$ cat src/epd_defs.svh
// Constants of the execute-packet dispatch and timing block.
// Assumes it is included by bare name from the package and the module.
`ifndef EPD_DEFS_SVH
`define EPD_DEFS_SVH
`define EPD_WORDS 8
`define EPD_GROUP_BYTES 32'h0000_0020
`define EPD_PBIT 0
`define EPD_SIDE_BIT 1
`define EPD_UNIT_LSB 2
`define EPD_DIR_BIT 6
`define EPD_UNITSEL_BIT 7
`define EPD_CLS_LSB 8
`define EPD_XBIT 12
`define EPD_CTRL_OFS 8'h00
`define EPD_STAT_OFS 8'h04
`define EPD_CTRL_RST 2'h1
`define EPD_SP_BIAS 10'h07f
`define EPD_SP_DEN_EXP 10'h382
`define EPD_DP_BIAS 12'h3ff
`define EPD_DP_DEN_EXP 12'hc02
`define EPD_SP_EMAX 8'hff
`define EPD_DP_EMAX 11'h7ff
`define EPD_SP_NAN 32'h7fff_ffff
`define EPD_DP_NAN 64'h7fff_ffff_ffff_ffff
`define EPD_TM_SINGLE 16'h0120
`define EPD_TM_DP2 16'h1121
`define EPD_TM_DPCMP 16'h1242
`define EPD_TM_FOUR 16'h3126
`define EPD_TM_INT_TO_DP_CONVERT_OP 16'h4127
`define EPD_TM_LOAD 16'h4120
`define EPD_TM_SP2DP 16'h4227
`define EPD_TM_DP_ADD_OP 16'h624b
`define EPD_TM_SPDP 16'h634b
`define EPD_TM_INT32_MULTIPLY_OP 16'h8490
`define EPD_TM_INT32_MULTIPLY_WIDE_OP 16'h9491
`endif

$ cat src/epd_pkg.sv
// Types of the execute-packet dispatch and timing block.
// Assumes epd_defs.svh is on the include path.
`include "epd_defs.svh"
package epd_pkg;
  typedef enum logic [3:0] {
    CLS_SINGLE = 4'h0, CLS_DP2 = 4'h1, CLS_DPCMP = 4'h2, CLS_FOUR = 4'h3,
    CLS_INT_TO_DP_CONVERT_OP = 4'h4, CLS_LOAD = 4'h5, CLS_SP2DP = 4'h6, CLS_DP_ADD_OP = 4'h7,
    CLS_DP_SUB_OP = 4'h8, CLS_SPDP = 4'h9, CLS_INT32_MULTIPLY_OP = 4'ha, CLS_INT32_MULTIPLY_WIDE_OP = 4'hb,
    CLS_DP_MULTIPLY_OP = 4'hc
  } epd_cls_t;
  typedef enum logic [2:0] {
    FP_ZERO = 3'h0, FP_NORMAL = 3'h1, FP_DENORMAL = 3'h2, FP_INF = 3'h3,
    FP_QNAN = 3'h4, FP_SNAN = 3'h5
  } epd_fp_t;
  typedef struct packed {
    logic [3:0] ds;
    logic [3:0] lat;
    logic [2:0] nrd;
    logic [3:0] wr;
    logic two;
  } epd_tm_t;
  typedef struct packed {
    logic [31:0] word;
    logic dst_b;
    logic src2_b;
    logic ldst_two;
    logic load;
  } epd_slot_t;
  typedef struct packed {
    logic [7:0][31:0] grp;
    logic have;
    logic [3:0] pos;
    logic [31:0] faddr;
    logic [7:0][31:0] pkt;
    logic [3:0] pcnt;
    logic iss;
    logic [7:0][$bits(epd_slot_t)-1:0] slot;
    logic [7:0] imask;
    logic conf;
    logic [7:0][3:0] ucnt;
    logic [7:0] uact;
    logic [7:0][15:0] utm;
    logic [2:0] spc;
    logic sps;
    logic [9:0] spe;
    logic [23:0] spm;
    logic [2:0] dpc;
    logic dps;
    logic [11:0] dpe;
    logic [52:0] dpm;
    logic [1:0] ctrl;
    logic awh;
    logic [7:0] awa;
    logic wh;
    logic [31:0] wd;
    logic bv;
    logic [1:0] br;
    logic rv;
    logic [31:0] rd;
    logic [1:0] rr;
  } epd_state_t;
endpackage : epd_pkg

$ cat src/epd_dispatch.sv
// Execute-packet dispatcher with unit timing, operand classifier and
// an AXI4-Lite control port.
// Assumes fetch answers each aligned request with one eight-word group and
// that the units honour the strobes derived here.
//
// Design decisions made here: the AXI4-Lite slave port and the register addresses.
`include "epd_defs.svh"
module epd_dispatch #(
  parameter logic [31:0] START_ADDR = 32'h0000_0000
) (
  input wire logic aclk,
  input wire logic aresetn,
  output logic fetch_req,
  output logic [31:0] fetch_addr,
  input wire logic group_valid,
  input wire logic [255:0] group_data,
  output logic group_ready,
  output logic issue_valid,
  output logic [7:0] issue_mask,
  output logic [7:0][31:0] issue_word,
  output logic [7:0] issue_dst_b,
  output logic [7:0] issue_src2_b,
  output logic [7:0] issue_ldst_two,
  output logic [7:0] issue_load,
  output logic issue_unit_conflict,
  output logic [7:0] unit_busy,
  output logic [7:0] unit_read,
  output logic [7:0] unit_read_hi,
  output logic [7:0] unit_write_lo,
  output logic [7:0] unit_write_hi,
  output logic [7:0] unit_late_write,
  output logic [7:0] unit_readable,
  input wire logic [31:0] sp_operand,
  input wire logic [31:0] dp_even_word,
  input wire logic [31:0] dp_odd_word,
  output logic [2:0] sp_class,
  output logic sp_sign,
  output logic [9:0] sp_exponent,
  output logic [23:0] sp_mantissa,
  output logic [2:0] dp_class,
  output logic dp_sign,
  output logic [11:0] dp_exponent,
  output logic [52:0] dp_mantissa,
  output logic [31:0] default_quiet_nan_sp,
  output logic [63:0] default_quiet_nan_dp,
  input wire logic [7:0] s_axi_awaddr,
  input wire logic s_axi_awvalid,
  output logic s_axi_awready,
  input wire logic [31:0] s_axi_wdata,
  input wire logic [3:0] s_axi_wstrb,
  input wire logic s_axi_wvalid,
  output logic s_axi_wready,
  output logic [1:0] s_axi_bresp,
  output logic s_axi_bvalid,
  input wire logic s_axi_bready,
  input wire logic [7:0] s_axi_araddr,
  input wire logic s_axi_arvalid,
  output logic s_axi_arready,
  output logic [31:0] s_axi_rdata,
  output logic [1:0] s_axi_rresp,
  output logic s_axi_rvalid,
  input wire logic s_axi_rready
);
  epd_pkg::epd_state_t q;
  epd_pkg::epd_state_t d;
  logic [7:0] busy;

  function automatic logic [15:0] timing(input logic [3:0] c);
    case (c)
      epd_pkg::CLS_DP2: timing = `EPD_TM_DP2;
      epd_pkg::CLS_DPCMP: timing = `EPD_TM_DPCMP;
      epd_pkg::CLS_FOUR: timing = `EPD_TM_FOUR;
      epd_pkg::CLS_INT_TO_DP_CONVERT_OP: timing = `EPD_TM_INT_TO_DP_CONVERT_OP;
      epd_pkg::CLS_LOAD: timing = `EPD_TM_LOAD;
      epd_pkg::CLS_SP2DP: timing = `EPD_TM_SP2DP;
      epd_pkg::CLS_DP_ADD_OP: timing = `EPD_TM_DP_ADD_OP;
      epd_pkg::CLS_DP_SUB_OP: timing = `EPD_TM_DP_ADD_OP;
      epd_pkg::CLS_SPDP: timing = `EPD_TM_SPDP;
      epd_pkg::CLS_INT32_MULTIPLY_OP: timing = `EPD_TM_INT32_MULTIPLY_OP;
      epd_pkg::CLS_INT32_MULTIPLY_WIDE_OP: timing = `EPD_TM_INT32_MULTIPLY_WIDE_OP;
      epd_pkg::CLS_DP_MULTIPLY_OP: timing = `EPD_TM_INT32_MULTIPLY_WIDE_OP;
      default: timing = `EPD_TM_SINGLE;
    endcase
  endfunction : timing

  function automatic epd_pkg::epd_slot_t decode(input logic [31:0] w);
    decode.word = w;
    decode.dst_b = w[`EPD_SIDE_BIT];
    decode.src2_b = w[`EPD_SIDE_BIT] ^ w[`EPD_XBIT];
    decode.ldst_two = w[`EPD_UNITSEL_BIT];
    decode.load = w[`EPD_DIR_BIT];
  endfunction : decode

  // Operand decode is the same for both widths apart from field sizes.
  function automatic logic [2:0] fpcls(input logic emin, input logic emax,
      input logic fz, input logic fmsb);
    if (emin) begin
      fpcls = fz ? epd_pkg::FP_ZERO : epd_pkg::FP_DENORMAL;
    end else if (!emax) begin
      fpcls = epd_pkg::FP_NORMAL;
    end else if (fz) begin
      fpcls = epd_pkg::FP_INF;
    end else begin
      fpcls = fmsb ? epd_pkg::FP_QNAN : epd_pkg::FP_SNAN;
    end
  endfunction : fpcls

  genvar gu;
  generate
    for (gu = 0; gu < 8; gu++) begin : g_unit
      epd_pkg::epd_tm_t t;
      assign t = q.utm[gu];
      // Counts are relative to the issue cycle, which is the first stage.
      assign busy[gu] = q.uact[gu] && ({1'b0, q.ucnt[gu]} + 5'h01 <
        {1'b0, t.lat});
      assign unit_read[gu] = q.uact[gu] && ({1'b0, q.ucnt[gu]} <
        {2'h0, t.nrd});
      assign unit_read_hi[gu] = unit_read[gu] && t.nrd == 3'h2 &&
        q.ucnt[gu] == 4'h1;
      assign unit_write_lo[gu] = q.uact[gu] && q.ucnt[gu] == t.wr;
      assign unit_write_hi[gu] = q.uact[gu] && t.two &&
        q.ucnt[gu] == t.wr + 4'h1;
      assign unit_late_write[gu] = q.uact[gu] &&
        q.utm[gu] == `EPD_TM_LOAD && q.ucnt[gu] == t.ds;
      assign unit_readable[gu] = q.uact[gu] &&
        q.ucnt[gu] == t.ds + 4'h1;
    end
  endgenerate

  always_comb begin
    logic [7:0][31:0] ws;
    logic [3:0] n;
    logic open;
    logic closed;
    logic [3:0] npos;
    logic stall;
    logic [7:0] used;
    logic conf;
    logic [2:0] u;
    logic wr_ok;
    logic [7:0] ra;
    ws = q.pkt;
    n = q.pcnt;
    open = q.have;
    closed = 1'b0;
    npos = q.pos;
    stall = 1'b0;
    used = 8'h00;
    conf = 1'b0;
    u = 3'h0;
    wr_ok = 1'b0;
    ra = 8'h00;
    d = q;
    d.iss = 1'b0;
    d.conf = 1'b0;
    // Flags are walked in ascending word order before anything issues.
    for (int k = 0; k < 8; k++) begin
      if (open && k >= q.pos && n < 4'h8) begin
        ws[n[2:0]] = q.grp[k];
        n = n + 4'h1;
        if (!q.grp[k][`EPD_PBIT] || n == 4'h8) begin
          open = 1'b0;
          closed = 1'b1;
          npos = 4'(k + 1);
        end
      end
    end
    if (open) begin
      if (!q.ctrl[1]) begin
        closed = 1'b1;
        npos = 4'h8;
      end else begin
        npos = 4'h8;
      end
    end
    for (int s = 0; s < 8; s++) begin
      if (4'(s) < n) begin
        u = ws[s][`EPD_UNIT_LSB +: 3];
        if (busy[u]) begin
          stall = 1'b1;
        end
        if (used[u]) begin
          conf = 1'b1;
        end
        used[u] = 1'b1;
      end
    end
    for (int x = 0; x < 8; x++) begin
      if (q.uact[x] && q.ucnt[x] != 4'hf) begin
        d.ucnt[x] = q.ucnt[x] + 4'h1;
      end else begin
        d.uact[x] = 1'b0;
      end
    end
    if (q.have && q.ctrl[0] && !(closed && stall)) begin
      if (closed) begin
        d.iss = 1'b1;
        d.conf = conf;
        d.pcnt = 4'h0;
        for (int s = 0; s < 8; s++) begin
          d.imask[s] = 4'(s) < n;
          d.slot[s] = decode(ws[s]);
          if (4'(s) < n) begin
            u = ws[s][`EPD_UNIT_LSB +: 3];
            d.uact[u] = 1'b1;
            d.ucnt[u] = 4'h0;
            d.utm[u] = timing(ws[s][`EPD_CLS_LSB +: 4]);
          end
        end
      end else begin
        d.pkt = ws;
        d.pcnt = n;
      end
      d.pos = npos;
      d.have = npos != 4'h8;
    end
    if (!q.have && group_valid) begin
      d.grp = group_data;
      d.have = 1'b1;
      d.pos = 4'h0;
      d.faddr = q.faddr + `EPD_GROUP_BYTES;
    end
    d.sps = sp_operand[31];
    d.spc = fpcls(sp_operand[30:23] == 8'h00,
      sp_operand[30:23] == `EPD_SP_EMAX, sp_operand[22:0] == 23'h0,
      sp_operand[22]);
    d.spe = (sp_operand[30:23] == 8'h00) ? `EPD_SP_DEN_EXP :
      {2'h0, sp_operand[30:23]} - `EPD_SP_BIAS;
    d.spm = {sp_operand[30:23] != 8'h00, sp_operand[22:0]};
    d.dps = dp_odd_word[31];
    d.dpc = fpcls(dp_odd_word[30:20] == 11'h0,
      dp_odd_word[30:20] == `EPD_DP_EMAX,
      {dp_odd_word[19:0], dp_even_word} == 52'h0,
      dp_odd_word[19]);
    d.dpe = (dp_odd_word[30:20] == 11'h0) ? `EPD_DP_DEN_EXP :
      {1'b0, dp_odd_word[30:20]} - `EPD_DP_BIAS;
    d.dpm = {dp_odd_word[30:20] != 11'h0, dp_odd_word[19:0],
      dp_even_word};
    // Address and data may come in either order; each is held alone.
    if (s_axi_awvalid && !q.awh && !q.bv) begin
      d.awh = 1'b1;
      d.awa = s_axi_awaddr;
    end
    if (s_axi_wvalid && !q.wh && !q.bv) begin
      d.wh = 1'b1;
      d.wd = s_axi_wdata;
      wr_ok = s_axi_wstrb[0];
    end
    if (q.awh && q.wh && !q.bv) begin
      d.awh = 1'b0;
      d.wh = 1'b0;
      d.bv = 1'b1;
      if (q.awa[7:2] == `EPD_CTRL_OFS >> 2) begin
        d.br = 2'h0;
        d.ctrl = q.wd[1:0];
      end else if (q.awa[7:2] == `EPD_STAT_OFS >> 2) begin
        d.br = 2'h0;
      end else begin
        d.br = 2'h2;
      end
    end else if (q.bv && s_axi_bready) begin
      d.bv = 1'b0;
    end
    if (s_axi_arvalid && !q.rv) begin
      ra = s_axi_araddr;
      d.rv = 1'b1;
      d.rr = 2'h0;
      if (ra[7:2] == `EPD_CTRL_OFS >> 2) begin
        d.rd = {30'h0, q.ctrl};
      end else if (ra[7:2] == `EPD_STAT_OFS >> 2) begin
        d.rd = {16'h0, busy, q.pcnt, q.have, q.pos[2:0]};
      end else begin
        d.rd = 32'h0;
        d.rr = 2'h2;
      end
    end else if (q.rv && s_axi_rready) begin
      d.rv = 1'b0;
    end
  end

  always_ff @(posedge aclk) begin
    if (!aresetn) begin
      q <= '0;
      q.faddr <= {START_ADDR[31:5], 5'h00};
      q.ctrl <= `EPD_CTRL_RST;
    end else begin
      q <= d;
    end
  end

  generate
    for (gu = 0; gu < 8; gu++) begin : g_out
      epd_pkg::epd_slot_t sl;
      assign sl = q.slot[gu];
      assign issue_word[gu] = sl.word;
      assign issue_dst_b[gu] = sl.dst_b;
      assign issue_src2_b[gu] = sl.src2_b;
      assign issue_ldst_two[gu] = sl.ldst_two;
      assign issue_load[gu] = sl.load;
    end
  endgenerate

  assign fetch_req = !q.have;
  assign group_ready = !q.have;
  assign fetch_addr = q.faddr;
  assign issue_valid = q.iss;
  assign issue_mask = q.imask;
  assign issue_unit_conflict = q.conf;
  assign unit_busy = busy;
  assign sp_class = q.spc;
  assign sp_sign = q.sps;
  assign sp_exponent = q.spe;
  assign sp_mantissa = q.spm;
  assign dp_class = q.dpc;
  assign dp_sign = q.dps;
  assign dp_exponent = q.dpe;
  assign dp_mantissa = q.dpm;
  assign default_quiet_nan_sp = `EPD_SP_NAN;
  assign default_quiet_nan_dp = `EPD_DP_NAN;
  assign s_axi_awready = !q.awh && !q.bv;
  assign s_axi_wready = !q.wh && !q.bv;
  assign s_axi_bvalid = q.bv;
  assign s_axi_bresp = q.br;
  assign s_axi_arready = !q.rv;
  assign s_axi_rvalid = q.rv;
  assign s_axi_rdata = q.rd;
  assign s_axi_rresp = q.rr;
endmodule : epd_dispatch

$ cat config.mk
export PLATFORM = sky130hd
export DESIGN_NAME = epd_dispatch
export DESIGN_NICKNAME = d
export VERILOG_FILES = /design/src/epd_pkg.sv /design/src/epd_dispatch.sv
export VERILOG_INCLUDE_DIRS = /design/src
export SDC_FILE = /design/constraint.sdc
export NUM_CORES = 2
export LEC_CHECK = 0
export ABC_AREA = 1
export CAP_MARGIN = 25
export CORE_MARGIN = 2
export CORE_UTILIZATION = 30
export DETAILED_ROUTE_END_ITERATION = 10
export DONT_BUFFER_PORTS = 1
export SLEW_MARGIN = 15
export SYNTH_ARGS = -nofsm -noshare
export SYNTH_HDL_FRONTEND = slang
export SYNTH_SLANG_ARGS = --single-unit
$ cat constraint.sdc
create_clock -name aclk -period 12.7 [get_ports aclk]
set_input_delay 3.175 -clock aclk [delete_from_list [all_inputs] [get_ports aclk]]
set_output_delay 3.175 -clock aclk [all_outputs]
set_load 0.05 [all_outputs]
**Yosys cells after proc, flatten, opt, wreduce, memory -nomap -nowiden**

Memory sizes are Yosys's and may differ from the RTL's.
Index checks and enable logic that the tools add are counted.

- Register bits: 1178
- ROM bits: 1928
- Input port bits: 412
- Output and inout port bits: 632
- Logic and storage cells: 792
- Memories: 9

- $add $sub $neg: 43
- $lt $le $gt $ge: 72
- Equality and inequality tests: 77
- Muxes and demuxes: 306
- Bitwise gates (word level): 40
- Reductions and logical operators: 177

Memories:

| name | words | bits a word | rd ports | clocked after memory_dff | write ports | RTL line | source |
|---|---|---|---|---|---|---|---|
| (no name shown) | 16 | 15 | 1 | 0 | 0 | epd_dispatch.sv:69 | `case (c)` |
| (no name shown) | 16 | 15 | 1 | 0 | 0 | epd_dispatch.sv:69 |  |
| (no name shown) | 16 | 15 | 1 | 0 | 0 | epd_dispatch.sv:69 |  |
| (no name shown) | 16 | 15 | 1 | 0 | 0 | epd_dispatch.sv:69 |  |
| (no name shown) | 16 | 15 | 1 | 0 | 0 | epd_dispatch.sv:69 |  |
| (no name shown) | 16 | 15 | 1 | 0 | 0 | epd_dispatch.sv:69 |  |
| +3 memories | n/a | n/a | n/a | n/a | n/a | n/a |  |

Operator list:

| operator | count |
|---|---|
| $mux 168 | 23 |
| $bwmux 256 | 8 |
| $mux 256 | 8 |
| $bwmux 128 | 8 |
| $demux 32 s3 | 8 |
| $mux 16 | 34 |
| $mux 466 | 1 |
| $demux 16 s3 | 8 |
| $and 32x32->32 | 8 |
| $mux 32 | 8 |
| $not 32->32 | 8 |
| $mux 4 | 42 |
| $logic_and 1x1->1 | 135 |
| $add 4x1->4 const B | 32 |
| $eq 16x15->1 const B | 8 |
| $eq 4x4->1 | 32 |
| $or 8x8->8 | 14 |
| $mux 1 | 104 |
| $demux 4 s3 | 8 |
| $lt 3x4->1 const B | 16 |
| $mux 8 | 7 |
| $logic_not 52->1 | 1 |
| $ge 3x1->1 const B | 16 |
| $bmux 1 s3 | 15 |
| 41 further kinds | 163 |

**Logic depth before layout (Yosys ltp)**

- Depth after elaboration: 88
- Gate-level depth with buffers: 60

**Worst setup path after synthesis**

No wires, ideal clock.

- Path kind: reg-to-output
- From: register q, in the netlist g_unit[4].t[6]
- To: output port unit_read_hi[4]
- Arrival: 4.579 ns
- Required time: 9.525 ns
- Path slack: 4.946 ns
- Stages on the path, launching flop included: 7
- Buffers on the path: 0
- Cell sequence: dfxtp_1 inv_1 ha_1 o21ai_0 nand2_1 a2111oi_0 nor3b_1

- Longest elaborated chain between the ends: 4

RTL lines:

| item | RTL line | source |
|---|---|---|
| from (decl) | epd_dispatch.sv:64 | `epd_pkg::epd_state_t q;` |
| $lt 4x3->1 | epd_dispatch.sv:116 | `assign unit_read[gu] = q.uact[gu] && ({1'b0, q.ucnt[gu]} <` |
| $logic_and 1x1->1 | epd_dispatch.sv:116 |  |
| via unit_read[4] | epd_dispatch.sv:27 | `output logic [7:0] unit_read,` |
| $logic_and 1x1->1 (2 in series) | epd_dispatch.sv:118 | `assign unit_read_hi[gu] = unit_read[gu] && t.nrd == 3'h2 &&` |
| to (decl) | epd_dispatch.sv:28 | `output logic [7:0] unit_read_hi,` |

The timed path passes the listed nets, and every way through them passes these cells.

**Worst setup path in the final report**

- From: register q[657] in the netlist's numbering
- To: register q, in the netlist issue_unit_conflict

- Longest elaborated chain between the ends: 55

RTL lines:

| item |
|---|
| parallel branches: the longest is 55 deep, another holds $add 4x1->4 |

Several ways; the timed one is not identified. The select of a mux whose other input is x is not followed.
A chain may end at the register's enable or synchronous reset.

==> results.toml <==
[cells_and_area]
final_layout_size_suffix_gt1_share_pct = 7.19
final_cell_mix = "2747 x nand2_1, 1537 x o21ai_0, 1304 x a21oi_1, 1128 x dfxtp_1, 1091 x nor2_1"
post-route-util_pct = 32.2
area_delta_synth_final_pct = 6.49
final_common_cell = "nand2_1"
nets = 12300

[critical_path]
regToRegStartpoint = "q[657]"
crit_path_top_delay_cell = "nor2_4"
cpMostUsedCell = "nand2_1"
required_ns = 13.41
reg2reg_to = "issue_unit_conflict"
rr_worst_depth = 46
path_max_fanout = 35
criticalPathCategory = "flop to flop"
worst_ep_arrival_time_ns = 11.36
worst_setup_path_end_kind = "flop"
regToRegSetupSlack_ns = 2.05
cp-start-kind = "flop"
critPathMaxStageDelay_ns = 0.81

[detailed_routing]
num_vias = 92000
remaining_drc_errors = 0
drt-vias-per-instance = 5.91
wire_per_inst_um = 31.0
wl_um = 483000
drt_iter0_markers = 13500
antenna_left = 0
dr.pass1.iters = 7

[timing]
worst_pin_slew_ns = 1.31
setup_slack_ns = 2.05
skew_ns = 0.132
slew_violations = 0
slew_headroom_pct = 12.0
fin_crit_sh_pct = 83.8
rsz0062_at_grt = "false"
tns_ns = 0
hold_viol_final = 0
period_needed_ns = 10.65
setup_violations = 0
holdWs_ns = 0.469
timing.fmax_ghz = 0.0939

[floorplanning]
die_w_um = 524
die-height_um = 524
coreArea_um2 = 268000
start_util_pct = 30.2
die_area_um2 = 274000
fp-row-count = 190
ios = 1044

[cts]
path_clk_slew_ns = 0.06
post_cts_buffers = 0
cts_sinks = 1128
postCtsHoldBufs = 0
cts_inserted_buffers = 147
clock_path_buffers = 4
cts_max_level = 4
clk_latency_ns = 0.92
cts_tree = "yes"
cts_root_buf = "clkbuf_16"
cts_resized = 0

[worst_hold_path]
holdPathEnd = "q[70]"
hold_class = "flop to flop"
min_from = "q[70]"
hold_depth = 2

[synthesis]
async_reset_ff_share_pct = 0
syn_area_per_cell_um2 = 6.37
synth_warnings = 0
ys_ff_latch = 1128
syn_inst = 12700
synth_area_um2 = 81100
synth_top_area_share_pct = 27.8
yosysTopAreaCell = "dfxtp_1"
yosysSeqAreaShare_pct = 27.8
ys.flop_type = "dfxtp_1"
synth-edff-count = 0
synthDistinctLibCells = 64
synth_top_cells_by_area = "dfxtp_1 28%, nand2_1 13%, o21ai_0 9.5%"

[grt]
grt_pass1_vias = 80500
gr-total-overflow = 0
grt_usage_pct = 33.4
antenna_found_initial = 106
grt_pass1_wl_um = 651000
grt_start_max_net_pins = 843

[placement]
portBuffers = 0
gp_congestion = 1.07
pre_cts_ws_ns = 2.44
dp_hpwl_um = 343000

[run]
maxCapViolations = 0

[run_status]
outcome = "completed"
## flip-flops by register name, summed over array words and instances, names as in the netlist, 3 cells and up
signal	flops
q	573
g_out.sl	264
g_unit.t	128
dp_mantissa	53
fetch_addr	27
sp_mantissa	24
s_axi_rdata	16
dp_exponent	12
sp_exponent	9
issue_mask	8
dp_class	3
sp_class	3
## routing by layer
layer  up-vias  share of wire [%]  track usage (%)
met1     43100                 36             39.4
met5         -              0.067                0
met2      6733                 41             49.3
met3      1633                 12             10.5
met4        52                 10             28.4
li1      40500                  -                -
## final cells by class
cell class,instances,area [um2]
Antenna cell,65,163
Clock buffer,201,4160
Clock inverter,60,783
Fill cell,30000,182000
Inverter,880,3320
Multi-Input combinational cell,9369,48200
Sequential cell,1128,22600
Tap cell,3552,4440
Timing Repair Buffer,316,2700
## cell usage after synthesis (21+ instances only)
| master | number |
|---|---|
| a21oi_1 | 1308 |
| a31oi_1 | 46 |
| buf_1 | 115 |
| buf_2 | 70 |
| buf_4 | 582 |
| buf_6 | 37 |
| clkbuf_1 | 669 |
| dfxtp_1 | 1128 |
| ha_1 | 93 |
| inv_1 | 819 |
| inv_2 | 40 |
| mux2i_1 | 424 |
| nand2_1 | 2785 |
| nand2_2 | 21 |
| nand3_1 | 535 |
| nand4_1 | 74 |
| nor2_1 | 1114 |
| nor2_2 | 22 |
| nor3_1 | 68 |
| nor4_1 | 65 |
| o211ai_1 | 529 |
| o21ai_0 | 1543 |
| o21ai_1 | 298 |
| o21ai_2 | 21 |
| o311ai_0 | 25 |
| xnor2_1 | 50 |
| xor2_1 | 71 |
## worst max path at each step
stage                         startpoint             endpoint  slack [ns]  cells past startpoint
after global placement            q[657]       g_unit[4].t[1]        2.46                     48
final                             q[657]  issue_unit_conflict        2.05                     46
after global routing              q[657]  issue_unit_conflict        1.48                     52
after detailed placement          q[657]       g_unit[4].t[0]        2.44                     46
after floorplan           g_unit[4].t[6]      unit_read_hi[4]        4.95                      6
after CTS                         q[657]  issue_unit_conflict        2.41                     44
## cell families (layout without fill, tap and decap cells)
| group | after synthesis | after routing | synth area share [%] |
|---|---|---|---|
| buffers and inverters | 2353 | 1457 | 14.0 |
| flip-flops | 1128 | 1128 | 27.8 |
| XOR/XNOR | 122 | 122 | 1.33 |
| AO/OA/AOI/OAI | 3834 | 3834 | 25.8 |
| multiplexers | 434 | 434 | 5.37 |
| AND/OR/NAND/NOR | 4767 | 4767 | 24.1 |
| adder cells (fa/ha/maj) | 93 | 93 | 1.44 |
| other | 2 | 184 | 0.00926 |
## worst max-delay path: cells and delay by family (launching register included)
kind	cells	cell delay, ns
flip-flops	1	0.70
adder cells (fa/ha/maj)	3	0.82
buffers and inverters	3	0.89
XOR/XNOR	1	0.40
AND/OR/NAND/NOR	37	7.18
AO/OA/AOI/OAI	2	0.45
## metrics by stage
step | std cells | area [um2]
2_1_floorplan | 12900 | 81500
4_1_cts | 15500 | 85900
6_report | 15600 | 86300
3_3_place_gp | 15200 | 80800
5_1_grt | 15600 | 86300
3_5_place_dp | 15200 | 81000
Power is left out: the tool's default activity adds up to more than one toggle a clock period on the data nets, which glitch-free logic cannot reach.
